### config.mk
export PLATFORM = sky130hd
export DESIGN_NAME = adtr_ctrl
export DESIGN_NICKNAME = d
export VERILOG_FILES = /design/src/core/adtr_pkg.sv /design/src/core/adtr_ctrl.sv /design/src/core/adtr_edge_det.sv /design/src/core/adtr_compare.sv
export VERILOG_INCLUDE_DIRS = /design/src /design/src/core
export SDC_FILE = /design/constraint.sdc
export NUM_CORES = 1
export LEC_CHECK = 0
export BUFFER_PORTS_ARGS = -buffer_cell sky130_fd_sc_hd__buf_2
export CAP_MARGIN = 20
export CORE_UTILIZATION = 40
export DETAILED_ROUTE_END_ITERATION = 6
export PLACE_DENSITY_LB_ADDON = 0.2
export SLEW_MARGIN = 10
export SYNTH_ARGS = -nofsm -noshare
export SYNTH_HDL_FRONTEND = slang
export SYNTH_SLANG_ARGS = --single-unit
### constraint.sdc
create_clock -name clock -period 2.2 [get_ports clock]
set_clock_uncertainty 0.2 [all_clocks]
set_input_delay 0 -clock clock [delete_from_list [all_inputs] [get_ports clock]]
set_output_delay 0 -clock clock [all_outputs]
set_load 0.03 [all_outputs]
### src/core/adtr_defs.svh
// Offsets, field positions, reset values and timing counts of the converter control block
`ifndef ADTR_DEFS_SVH
`define ADTR_DEFS_SVH
`define ADTR_ADDR_RESULT_LO 16'hff1a
`define ADTR_ADDR_RESULT_HI 16'hff1b
`define ADTR_ADDR_CHSEL     16'hff6d
`define ADTR_ADDR_PFMODE    16'hff6e
`define ADTR_CHSEL_RESET    8'h00
`define ADTR_PFMODE_RESET   8'h00
`define ADTR_PFMODE_MASK    8'hc0
`define ADTR_BIT_EDGE_HI    7
`define ADTR_BIT_EDGE_LO    6
`define ADTR_BIT_HWTRIG     5
`define ADTR_BIT_KIND       4
`define ADTR_BIT_CMP_EN     7
`define ADTR_BIT_CMP_POL    6
`define ADTR_RESULT_PAD     6
`define ADTR_WAIT_CYCLES    1
`endif

### src/core/adtr_pkg.sv
// Types shared by the converter control block
package adtr_pkg;
    typedef enum logic [1:0] {
        EDGE_NONE,
        EDGE_FALL,
        EDGE_RISE,
        EDGE_BOTH
    } adtr_edge_t;

    typedef struct packed {
        adtr_edge_t trigEdge;
        logic       hwTrig;
        logic       kind;
        logic       rsvd3;
        logic [2:0] chan;
    } adtr_chsel_t;

    typedef struct packed {
        logic       en;
        logic       pol;
        logic [5:0] rsvd;
    } adtr_pfmode_t;

    typedef struct packed {
        logic        rd;
        logic        wr;
        logic        bitOp;
        logic [2:0]  bitIdx;
        logic [15:0] addr;
        logic [7:0]  wdata;
    } adtr_bus_req_t;
endpackage

### src/core/adtr_ctrl.sv
// Converter control: trigger select, result register and power-fail compare
`timescale 1ns/1ps
`include "adtr_defs.svh"
module adtr_ctrl #(
    parameter int RES_BITS = 10
) (
    input  wire logic                   clock,
    input  wire logic                   nrst,
    input  wire adtr_pkg::adtr_bus_req_t busReq,
    output logic [15:0]                 busRdata,
    output logic                        busWait,
    input  wire logic                   swStart,
    input  wire logic                   scanModeBit,
    input  wire logic [7:0]             thresholdValue,
    input  wire logic                   extTriggerPin,
    input  wire logic                   timerTriggerReq,
    input  wire logic                   convEnd,
    input  wire logic [RES_BITS-1:0]    approximationReg,
    output logic                        convStart,
    output logic                        convAbort,
    output logic [1:0]                  analogSel,
    output logic                        scanActive,
    output logic [2:0]                  scanLast,
    output logic                        conversionDoneIrq
);
    adtr_pkg::adtr_chsel_t  chsel_r;
    adtr_pkg::adtr_pfmode_t pfmode_r;
    logic [15:0]            result_r;
    logic                   wait_r;
    logic                   busy_r;
    logic [1:0]             chan_r;
    logic [1:0]             chan_nxt;
    logic                   pinPulse;
    logic                   hwStart;
    logic                   irqAllow;
    logic                   wrChsel;
    logic                   wrPfmode;
    logic                   rdResult;
    adtr_pkg::adtr_edge_t   edgeQual;
    logic [7:0]             resHiNow;

    // Byte or single-bit merge of a write
    function automatic logic [7:0] merge_wr(input logic [7:0] cur, input adtr_pkg::adtr_bus_req_t r);
        logic [7:0] v;
        v = cur;
        if (r.bitOp) begin
            v[r.bitIdx] = r.wdata[0];
        end else begin
            v = r.wdata;
        end
        return v;
    endfunction

    // Address decode
    assign wrChsel  = busReq.wr && busReq.addr == `ADTR_ADDR_CHSEL;
    assign wrPfmode = busReq.wr && busReq.addr == `ADTR_ADDR_PFMODE;
    assign rdResult = busReq.rd && !busReq.bitOp && busReq.addr == `ADTR_ADDR_RESULT_LO;

    // Channel-select register
    always_ff @(posedge clock) begin
        if (!nrst) begin
            chsel_r <= `ADTR_CHSEL_RESET;
        end else if (wrChsel) begin
            chsel_r <= merge_wr(chsel_r, busReq);
        end
    end

    // Compare mode register, low six bits held zero
    always_ff @(posedge clock) begin
        if (!nrst) begin
            pfmode_r <= `ADTR_PFMODE_RESET;
        end else if (wrPfmode) begin
            pfmode_r <= merge_wr(pfmode_r, busReq) & `ADTR_PFMODE_MASK;
        end
    end

    // One wait cycle on channel-select write and result read
    always_ff @(posedge clock) begin
        if (!nrst) begin
            wait_r <= 1'b0;
        end else begin
            wait_r <= (wrChsel || rdResult) && !wait_r;
        end
    end
    assign busWait = (wrChsel || rdResult) && !wait_r;

    // Read data, result as one 16-bit word
    always_ff @(posedge clock) begin
        if (!nrst) begin
            busRdata <= 16'h0000;
        end else if (busReq.rd) begin
            case (busReq.addr)
                `ADTR_ADDR_RESULT_LO: busRdata <= result_r;
                `ADTR_ADDR_CHSEL:     busRdata <= {8'h00, chsel_r};
                `ADTR_ADDR_PFMODE:    busRdata <= {8'h00, pfmode_r};
                default:              busRdata <= 16'h0000;
            endcase
        end
    end

    // Edge field qualified only by hardware pin trigger
    assign edgeQual = (chsel_r.hwTrig && !chsel_r.kind) ? chsel_r.trigEdge : adtr_pkg::EDGE_NONE;

    adtr_edge_det u_edge (
        .clock     (clock),
        .nrst      (nrst),
        .pinIn     (extTriggerPin),
        .edgeSel   (edgeQual),
        .trigPulse (pinPulse)
    );

    // Trigger source select
    always_comb begin
        if (!chsel_r.hwTrig) begin
            hwStart = 1'b0;
        end else if (chsel_r.kind) begin
            hwStart = timerTriggerReq;
        end else begin
            hwStart = pinPulse && !busy_r;
        end
    end
    assign convStart = chsel_r.hwTrig ? hwStart : swStart;
    assign convAbort = busy_r && (wrChsel || wrPfmode || (chsel_r.hwTrig && chsel_r.kind && timerTriggerReq));

    // Conversion busy tracking
    always_ff @(posedge clock) begin
        if (!nrst) begin
            busy_r <= 1'b0;
        end else if (convStart) begin
            busy_r <= 1'b1;
        end else if (convEnd || wrChsel || wrPfmode) begin
            busy_r <= 1'b0;
        end
    end

    // Select or scan channel stepping
    assign scanActive = scanModeBit;
    assign scanLast   = chsel_r.chan;
    assign analogSel  = scanModeBit ? chan_r : chsel_r.chan[1:0];
    always_comb begin
        chan_nxt = chan_r;
        if (wrChsel) begin
            chan_nxt = 2'b00;
        end else if (convEnd && scanModeBit) begin
            chan_nxt = (chan_r >= chsel_r.chan[1:0]) ? 2'b00 : chan_r + 2'b01;
        end
    end
    always_ff @(posedge clock) begin
        if (!nrst) begin
            chan_r <= 2'b00;
        end else begin
            chan_r <= chan_nxt;
        end
    end

    // Result load, left aligned, no reset value
    always_ff @(posedge clock) begin
        if (convEnd) begin
            result_r <= {approximationReg, {`ADTR_RESULT_PAD{1'b0}}};
        end
    end

    assign resHiNow = approximationReg[RES_BITS-1 -: 8];

    adtr_compare u_cmp (
        .cmpEn     (pfmode_r.en),
        .cmpPol    (pfmode_r.pol),
        .resultHi  (resHiNow),
        .threshold (thresholdValue),
        .irqAllow  (irqAllow)
    );

    // Conversion-end interrupt pulse
    always_ff @(posedge clock) begin
        if (!nrst) begin
            conversionDoneIrq <= 1'b0;
        end else begin
            conversionDoneIrq <= convEnd && irqAllow;
        end
    end
endmodule

### src/core/adtr_edge_det.sv
// Synchronous edge detector for the external trigger pin
`timescale 1ns/1ps
module adtr_edge_det (
    input  wire logic               clock,
    input  wire logic               nrst,
    input  wire logic               pinIn,
    input  wire adtr_pkg::adtr_edge_t edgeSel,
    output logic                    trigPulse
);
    logic pinPrev_r;
    logic pinCur_r;

    // Pin sampled on the system clock
    always_ff @(posedge clock) begin
        if (!nrst) begin
            pinCur_r  <= 1'b0;
            pinPrev_r <= 1'b0;
        end else begin
            pinCur_r  <= pinIn;
            pinPrev_r <= pinCur_r;
        end
    end

    // One pulse per qualifying edge
    always_comb begin
        case (edgeSel)
            adtr_pkg::EDGE_FALL: trigPulse = pinPrev_r & ~pinCur_r;
            adtr_pkg::EDGE_RISE: trigPulse = ~pinPrev_r & pinCur_r;
            adtr_pkg::EDGE_BOTH: trigPulse = pinPrev_r ^ pinCur_r;
            default:             trigPulse = 1'b0;
        endcase
    end
endmodule

### src/core/adtr_compare.sv
// Threshold comparison that gates the conversion-end interrupt
`timescale 1ns/1ps
module adtr_compare (
    input  wire logic       cmpEn,
    input  wire logic       cmpPol,
    input  wire logic [7:0] resultHi,
    input  wire logic [7:0] threshold,
    output logic            irqAllow
);
    logic atOrAbove;

    // Upper result byte against threshold
    assign atOrAbove = (resultHi >= threshold);
    // Disabled compare always allows, else polarity picks
    assign irqAllow  = !cmpEn ? 1'b1 : (cmpPol ? !atOrAbove : atOrAbove);
endmodule

==> impl_results.md, run 1 <==
* Tmin final at 2.05 ns
* Crit path buf inv count at 2
* Crit-path cells: inv_1 -> ha_1 -> nor2b_1 -> o21ai_0 -> a211o_1 -> a31oi_1 -> buf_4
* Mapped Area at 2240 sq um
* Slew @ Worst Pin at 0.646 ns
* Fin crit share at 93.0%
* Synth async-reset ratio at 0%
* Initial antenna violation count at 0
* Layout Area Growth over Synthesis at 34.3%
* Syn_nets at 321
* RD Place Congestion at 0.784
* CP max stage delay at 0.34 ns
* Post-synth EDFFs at 10
* Site row count at 26
* Pleak at 1.39 nW
* Crit end category: output pin
* Post-synthesis register bit count at 43
* Peak supply drop at 303 uV
* Antenna Cells at 0
* Worst hold-check path type: in2reg
* Pre-antenna DRT Iters at 4
* Clk slew on worst S/H paths at 0.08 ns
* Wire per inst at 12.6 um
* Critical Path Start Type: register
* Main synth FF type: dfxtp_1
* Hold_ws at -0.000830 ns
* Final wirelength at 5.35 mm
* Global route overflow at 0
* Warnings, synthesis at 0
* Final hold violation count at 1
* Initial core utilization at 42.8%
* Worst relative slew slack at 56.9%
* Commonest cells after routing, fill and taps aside: buf_2 (79), a21oi_1 (33), dfxtp_1 (33)
* Vias in the first global route at 2036
* Status: complete, but fails checks
* Global-route wire length before repair at 9.14 mm
* CP max FO at 2
* Final Cell Area at 3010 sq um
* Port Buffers at 80
* Nets at 421
* Post-DP Area at 2650 sq um
* Max_cap viols at 0
* Design Power at 1.52 mW
* Final Slew Violations at 0
* Core area at 5240 sq um
* Setup TNS at 0 ns
* # DRC at 0
* Syn avg cell area at 8.82 sq um
* Crit-path slowest cell: dfxtp_1
* TritonCTS Buffers at 5
* Critical path type: reg2out
* Sequential fraction of the synthesis area at 42.9%
* Crit-path leading delay family: compound AO/OA/AOI/OAI gates
* GR Util All Layers at 19.6%
* Distinct cells, synth at 45
* Area enclosed by the die boundary at 5910 sq um
* Post-Synthesis Cells at 254
* Worst slack, placed at 0.334 ns
* Clock latency at the later pin of the worst-skew pair at 0.30 ns
* Layout cell share with drive strength beyond 1 at 27.6%
* Largest net degree at the start of global routing at 21
* Die Ht at 76.9 um
* Root Driver: clkbuf_8
* H-Tree Depth at 2
* Max Fclk at 489 MHz
* Final setup vio count at 0
* Die W at 76.9 um
* Failing checks: negative hold slack
* CTS tree: yes
* Hpwl dp at 3.74 mm
* RSZ-0062 raised after global routing: false
* IO Count at 81
* CTS Sinks at 43
* Arrival @ worst endpoint at 1.85 ns
* Routed vias at 2092
* Drt via density at 4.92
* Max Root-Sink Buffers at 2
* CP Data Required Time at 2.00 ns
* Post-route ant nets at 0
* Commonest non-fill, non-tap cell in the layout: buf_2
* PD cells at 506 nW/um^2
* Drt first-iter violations at 106
* PnR worst setup slack at 0.153 ns
-- synthesized netlist by cell type (2+ instances only) --
cell	instances	area [sq um]
a21oi_1	33	165
dfxtp_1	33	661
nor2_1	27	101
nand2_1	20	75.1
nor2b_1	20	125
inv_1	14	52.6
ha_1	12	150
edfxtp_1	10	300
clkbuf_1	8	30.0
o21ai_0	8	40.0
a31oi_1	7	43.8
buf_4	6	45.0
and3_1	5	31.3
a211oi_1	4	30.0
nand3_1	4	20.0
a41o_1	3	30.0
nand2b_1	3	18.8
nor3b_1	3	22.5
o221a_2	3	33.8
a22oi_1	2	15.0
buf_2	2	10.0
nand4b_1	2	17.5
nor3_1	2	10.0
o21a_1	2	15.0
-- logic make-up after synthesis --
family	share of synthesized area, %
simple gates	22.9
compound gates	19.5
flops	42.9
buf+inv	7.04
fa+ha+maj	6.70
xor+xnor	0.391
mux	0.502
-- flip-flops by register name, summed over array words and instances, names as in the netlist --
name,cells
u_edge.pinPrev_r,1
conversionDoneIrq,1
busy_r,1
scanLast,3
pfmode_r,2
chsel_r,5
busRdata,16
wait_r,1
chan_r,2
result_r,10
u_edge.pinCur_r,1
-- cell type report --
class / count / area, sq um
fillers: 502 / 2230
clock inverters: 2 / 7.51
well taps: 70 / 87.6
inverters: 14 / 52.6
clock buffers: 6 / 72.6
multi-input cells: 179 / 1120
flip-flops and latches: 43 / 961
repair buffers: 111 / 706
-- per-stage QoR --
| step | utilization, % | hold WS (ns) | instances |
|---|---|---|---|
| finish | 57.5 | -0.000830 | 425 |
| global route | 57.5 | 0.0238 | 425 |
| CTS | 57.4 | 0.00132 | 425 |
| detailed placement | 50.5 | -0.0181 | 389 |
| global placement | 50.5 | -0.0185 | 389 |
| floorplan | - | -0.101 | 254 |
-- repair_timing --
action | 4_1_cts | 5_1_grt
setup endpoints to repair | 0 | 1
endpoints found under the hold margin | 37 | 0
hold buffers | 28 | 0
resized for setup | 0 | 2
setup buffers | 0 | 0
-- worst paths after layout --
kind | start | end | slack [ns] | depth (start not counted)
max | u_edge.pinCur_r | convStart | 0.15 | 7
max reg2reg | chan_r[0] | chan_r[1] | 0.31 | 7
min | busReq[29] | busRdata[7] | -0.0008 | 2
min reg2reg | wait_r | wait_r | 0.24 | 1
-- power by group --
group          total, mW  internal, mW  leakage [nW]  switching, mW
logic              0.201         0.100         0.984          0.101
registers          0.832         0.827         0.365        0.00558
clock network      0.489         0.217        0.0403          0.272
-- per-layer routing --
layer | global-route usage, % | routed length (um)
met1 | 23.2 | 2460
met2 | 33.7 | 2520
met3 | 5.24 | 262
met4 | 7.50 | 109
met5 | 0 | 0
No activity file was read; power rests on OpenSTA's default activity.
==> run 2: changes to the inputs <==
--- a/config.mk
+++ b/config.mk
@@ -11,6 +11,7 @@
 export CORE_UTILIZATION = 40
 export DETAILED_ROUTE_END_ITERATION = 6
 export PLACE_DENSITY_LB_ADDON = 0.2
+export RECOVER_POWER = 50
 export SLEW_MARGIN = 10
 export SYNTH_ARGS = -nofsm -noshare
 export SYNTH_HDL_FRONTEND = slang
==> run 2 against run 1 <==
Effect of this change:
- the flow still finishes with violations (negative hold slack)
- sequential share of layout area increased by 0.32 points
- sequential power about the same
- count of clock-buffer cells in the layout unchanged
- register-to-register slack got worse by 0.02 ns
- maximum frequency about the same
- global-route usage unchanged
- power about the same
- critical path depth unchanged
- routed wire length increased by 0.37%
- setup slack got worse by 0.0019 ns
- final cell count unchanged
- combinational power about the same
- critical endpoint unchanged
==> impl_results.md, run 2 (synthesis gave the netlist of run 1 again) <==
* Worst relative slew slack at 51.0% (-5.8 points)
* Port Buffers at 80 (unchanged)
* PnR worst setup slack at 0.152 ns (-0.00190 ns)
* Root Driver: clkbuf_8
* Post-route ant nets at 0 (unchanged)
* Final Slew Violations at 0 (unchanged)
* Max Fclk at 488 MHz (about the same)
* Worst hold-check path type: in2reg
* Die Ht at 76.9 um (unchanged)
* Routed vias at 2089 (-0.14%)
* Final core occ at 56.9% (-0.57 points)
* Fill count at 520 (+3.6%)
* Critical path startpoint: u_edge.pinCur_r
* Pre-antenna DRT Iters at 4 (unchanged)
* Final setup vio count at 0 (unchanged)
* Clock latency at the later pin of the worst-skew pair at 0.30 ns (about the same)
* Initial core utilization at 42.8% (unchanged)
* Post-CTS Setup Inserts at 0 (unchanged)
* Fin crit share at 93.1% (about the same)
* Layout Area Growth over Synthesis at 32.9%
* Drt first-iter violations at 78 (-26%)
* Area enclosed by the die boundary at 5910 sq um (unchanged)
* Setup TNS at 0 ns (unchanged)
* Critical Path Start Type: register
* Non-Filler Instances at 425 (unchanged)
* Crit-path slowest cell: dfxtp_1
* Pleak at 1.29 nW (-7.0%)
* Max FFs per register at 16 (unchanged)
* Largest Register: busRdata
* Worst slack, placed at 0.334 ns (unchanged)
* Peak supply drop at 304 uV (+0.24%)
* PD cells at 511 nW/um^2 (+1.1%)
* R2r startpoint: chan_r[0]
* Final Cell Area at 2980 sq um (-1.0%)
* Final wirelength at 5.37 mm (+0.37%)
* CP max stage delay at 0.34 ns (about the same)
* Core area at 5240 sq um (unchanged)
* RSZ-0062 raised after global routing: false
* Hold_ws at -0.000994 ns (-0.000164 ns)
* Hold Startpoint: busReq[29]
* Regs by FF count: busRdata x16, result_r x10, chsel_r x5
* Drt via density at 4.92 (-0.14%)
* Failing checks: negative hold slack
* Vias in the first global route at 2036 (unchanged)
* Global route overflow at 0 (unchanged)
* CTS tree: yes
* Post-Place Cells at 389 (unchanged)
* Final hold violation count at 1 (unchanged)
* Clk slew on worst S/H paths at 0.08 ns (about the same)
* # DRC at 0 (unchanged)
* IO Count at 81 (unchanged)
* Commonest non-fill, non-tap cell in the layout: buf_2
* Nets at 421 (unchanged)
* H-Tree Depth at 2 (unchanged)
* Crit-path cells: inv_1 -> ha_1 -> nor2b_1 -> o21ai_0 -> a211o_1 -> a31oi_1 -> buf_4
* Global-route wire length before repair at 9.14 mm (unchanged)
* Layout cell share with drive strength beyond 1 at 20.8% (-6.8 points)
* TritonCTS Buffers at 5 (unchanged)
* Status: complete, but fails checks
* Wire per inst at 12.6 um (+0.37%)
* RD Place Congestion at 0.784 (unchanged)
* Critical path type: reg2out
* Post-DP Area at 2650 sq um (unchanged)
* Initial antenna violation count at 0 (unchanged)
* Crit end category: output pin
* Arrival @ worst endpoint at 1.85 ns (about the same)
* CP max FO at 2 (unchanged)
* Max Root-Sink Buffers at 2 (unchanged)
* Tmin final at 2.05 ns (+0.00190 ns)
* Slew @ Worst Pin at 0.735 ns (+0.0883 ns)
* CTS Sinks at 43 (unchanged)
* CP Data Required Time at 2.00 ns (about the same)
* Design Power at 1.52 mW (about the same)
* Antenna Cells at 0 (unchanged)
* Die W at 76.9 um (unchanged)
* Site row count at 26 (unchanged)
* GR Util All Layers at 19.6% (unchanged)
* Commonest cells after routing, fill and taps aside: buf_2 (55), a21oi_1 (33), dfxtp_1 (33)
* Largest net degree at the start of global routing at 21 (unchanged)
* Max_cap viols at 0 (unchanged)
* Hpwl dp at 3.74 mm (unchanged)
run 2: critical path: cells and delay by family, from the launching register on:
family | cells | cell delay [ns]
DFF | 1 | 0.34
and+or+nand+nor | 1 | 0.10
adders and majority gates | 1 | 0.28
buffers and inverters | 2 | 0.26
AOI/OAI and AO/OA | 3 | 0.58
run 2: worst paths after layout:
check | to | slack, ns | cells past startpoint
worst min register to register | wait_r | 0.24 | 1
worst max-delay path | convStart | 0.15 | 7
worst min-delay path | busRdata[7] | -0.001 | 2
worst max register to register | chan_r[1] | 0.29 | 7
run 2: where the power goes:
group	total, mW	switching [mW]	internal (mW)
Clock	0.490	0.273	0.217
Combinational	0.200	0.102	0.0985
Sequential	0.832	0.00561	0.827
run 2: area by class of cell:
type,instances,area [sq um],share of cell area (%)
multi-input cells,179,1120,37.7
flip-flops and latches,43,961,32.3
inverters,14,52.6,1.76
clock inverters,2,7.51,0.252
well taps,70,87.6,2.94
repair buffers,111,676,22.7
clock buffers,6,72.6,2.44
run 2: repair_timing:
item                                    CTS  global route
endpoints found under the hold margin    37             0
resized for setup                         0             2
hold buffers                             28             0
endpoints found under the setup margin    0             1
run 2: layer usage:
layer  vias to the layer above  share of wire (%)  track usage (%)
li1                       1090                  -                -
met1                       934                 46             23.2
met5                         -                  0                0
met2                        53                 47             33.7
met4                         0                1.9             7.50
met3                        12                4.4             5.24
==> run 3: changes to the inputs <==
--- a/config.mk
+++ b/config.mk
@@ -9,6 +9,7 @@
 export BUFFER_PORTS_ARGS = -buffer_cell sky130_fd_sc_hd__buf_2
 export CAP_MARGIN = 20
 export CORE_UTILIZATION = 40
+export CTS_BUF_LIST = sky130_fd_sc_hd__clkbuf_8 sky130_fd_sc_hd__clkbuf_16
 export DETAILED_ROUTE_END_ITERATION = 6
 export PLACE_DENSITY_LB_ADDON = 0.2
 export RECOVER_POWER = 50
==> run 3 against run 2 <==
Effect of this change:
- the run now ends clean
- global-route usage is the same
- setup slack better by 0.014 ns
- final cell count did not move
- final area increased by 0.21%
- worst hold slack improved by 0.0027 ns
- critical path type unchanged
- largest cell class unchanged
- largest power group unchanged
- highest routed layer unchanged
==> impl_results.md, run 3 (synthesis gave the netlist of run 1 again) <==
* PD cells at 509 nW/um^2 (-0.47%)
* Cell-internal power at 1.14 mW (-0.38%)
* Initial core utilization at 42.8% (unchanged)
* Core area at 5240 sq um (unchanged)
* Crit-path cells: inv_1 -> ha_1 -> nor2b_1 -> o21ai_0 -> a211o_1 -> a31oi_2 -> buf_4
* CTS Sinks at 43 (unchanged)
* Post-Place Cells at 389 (unchanged)
* Critical Path Start Type: register
* Clk slew on worst S/H paths at 0.08 ns (about the same)
* Worst hold-check path type: in2reg
* Met3 WL at 229 um (-3.4%)
* Post-route ant nets at 0 (unchanged)
* Worst relative slew slack at 51.0% (-0.055 points)
* Max FFs per register at 16 (unchanged)
* RSZ-0062 raised after global routing: false
* Pre-antenna DRT Iters at 4 (unchanged)
* Pleak at 1.30 nW (+0.37%)
* Global-route wire length before repair at 9.14 mm (unchanged)
* Drt first-iter violations at 103 (+32%)
* Register Area at 961 sq um (unchanged)
* Root Driver: clkbuf_8
* Largest net degree at the start of global routing at 21 (unchanged)
* Hold_ws at 0.00175 ns (+0.00275 ns)
* Area enclosed by the die boundary at 5910 sq um (unchanged)
* Multi-input gate area at 1130 sq um (+0.56%)
* # DRC at 0 (unchanged)
* Fill count at 521 (+0.19%)
* Critical path type: reg2out
* RD Place Congestion at 0.784 (unchanged)
* Fin crit share at 92.5% (-0.63 points)
* Switching power at 0.381 mW (+0.10%)
* Nets at 421 (unchanged)
* Layout Area Growth over Synthesis at 33.2%
* H-Tree Depth at 2 (unchanged)
* Largest Register: busRdata
* Initial antenna violation count at 0 (unchanged)
* Clock latency at the later pin of the worst-skew pair at 0.30 ns (about the same)
* Hpwl dp at 3.74 mm (unchanged)
* Tmin final at 2.03 ns (-0.0138 ns)
* CTS tree: yes
* Top layer in use: met4
* Commonest non-fill, non-tap cell in the layout: buf_2
* TritonCTS Buffers at 5 (unchanged)
* CP max FO at 2 (unchanged)
* Switch share at 25.1% (+0.090 points)
* Drt via density at 4.93 (+0.24%)
* Regs by FF count: busRdata x16, result_r x10, chsel_r x5
* PnR worst setup slack at 0.165 ns (+0.0138 ns)
* Design Power at 1.52 mW (-0.26%)
* Seq pwr share at 54.8% (about the same)
* Met1 Wirelength at 2.50 mm (+0.77%)
* Arrival @ worst endpoint at 1.83 ns (-0.02 ns)
* GR Util All Layers at 19.6% (unchanged)
* Non-Filler Instances at 425 (unchanged)
* Routed vias at 2094 (+0.24%)
* Final wirelength at 5.42 mm (+0.97%)
* Crit end category: output pin
* Final Slew Violations at 0 (unchanged)
* Global route overflow at 0 (unchanged)
* Crit-path slowest cell: dfxtp_1
* Max_cap viols at 0 (unchanged)
* Combinational share of power at 13.2% (about the same)
* Max Root-Sink Buffers at 2 (unchanged)
* Setup TNS at 0 ns (unchanged)
* Peak supply drop at 301 uV (-0.78%)
* Die Ht at 76.9 um (unchanged)
* CP max stage delay at 0.34 ns (about the same)
* CP Data Required Time at 2.00 ns (about the same)
* Antenna Cells at 0 (unchanged)
* Die W at 76.9 um (unchanged)
* Port Buffers at 80 (unchanged)
* Metal2 WL at 2.58 mm (+1.5%)
* Site row count at 26 (unchanged)
* Vias in the first global route at 2036 (unchanged)
* Max Fclk at 491 MHz (+0.68%)
* IO Count at 81 (unchanged)
* Slew @ Worst Pin at 0.736 ns (+0.000820 ns)
* Worst slack, placed at 0.334 ns (unchanged)
* Commonest cells after routing, fill and taps aside: buf_2 (55), a21oi_1 (33), dfxtp_1 (33)
* Wire per inst at 12.7 um (+0.97%)
* Final setup vio count at 0 (unchanged)
* Final hold violation count at 0 (-1)
* Status: finished, final reports clean
* Layout cell share with drive strength beyond 1 at 21.1% (+0.28 points)
* Clk pwr share at 32.0% (-0.2 points)
[run 3: changes by cell type in the layout (fill, tap and decap cells not counted)]
cell / change
a31oi_1: -1
a31oi_2: +1
clkbuf_1: -1
inv_1: +1
[run 3: repair_timing]
item	4_1_cts	5_1_grt
hold endpoints to repair	37	0
hold buffers	28	0
resized for setup	0	3
setup buffers	0	0
endpoints found under the setup margin	0	1
[run 3: worst paths after layout]
path / start / end / slack (ns) / cells past startpoint
setup / recovery: u_edge.pinCur_r / convStart / 0.17 / 7
hold / removal: busReq[29] / busRdata[7] / 0.002 / 2
setup reg to reg: chan_r[0] / chan_r[1] / 0.29 / 7
hold reg to reg: wait_r / wait_r / 0.24 / 1
[run 3: stage by stage]
stage / area [sq um] / util, %
2_1_floorplan: 2240 / -
3_3_place_gp: 2650 / 50.5
3_5_place_dp: 2650 / 50.5
4_1_cts: 3010 / 57.4
5_1_grt: 2990 / 57.0
6_report: 2990 / 57.0
[run 3: cell type report]
class | instances | share of cell area, %
clock buffers | 5 | 2.31
clock inverters | 3 | 0.377
inverters | 14 | 1.76
multi-input cells | 179 | 37.8
flip-flops and latches | 43 | 32.2
well taps | 70 | 2.93
repair buffers | 111 | 22.6
[run 3: metal layers]
metal / global-route usage, % / vias to the layer above
li1: - / 1091
met1: 23.2 / 941
met2: 33.7 / 50
met3: 5.24 / 12
met4: 7.50 / 0
met5: 0 / -
[run 3: critical path, delay by kind of cell (launching register included)]
family	cells	cell delay (ns)
buffers and inverters	2	0.25
DFF	1	0.34
AOI/OAI and AO/OA	3	0.57
adders and majority gates	1	0.29
and+or+nand+nor	1	0.09
[run 3: power groups by stage]
stage	Combinational (mW)	Clock, mW	Sequential, mW
after floorplan	0.0863	0	0.851
after global placement	0.164	0	0.850
after detailed placement	0.166	0	0.851
after CTS	0.202	0.487	0.832
after global routing	0.227	0.518	0.834
final	0.201	0.486	0.832
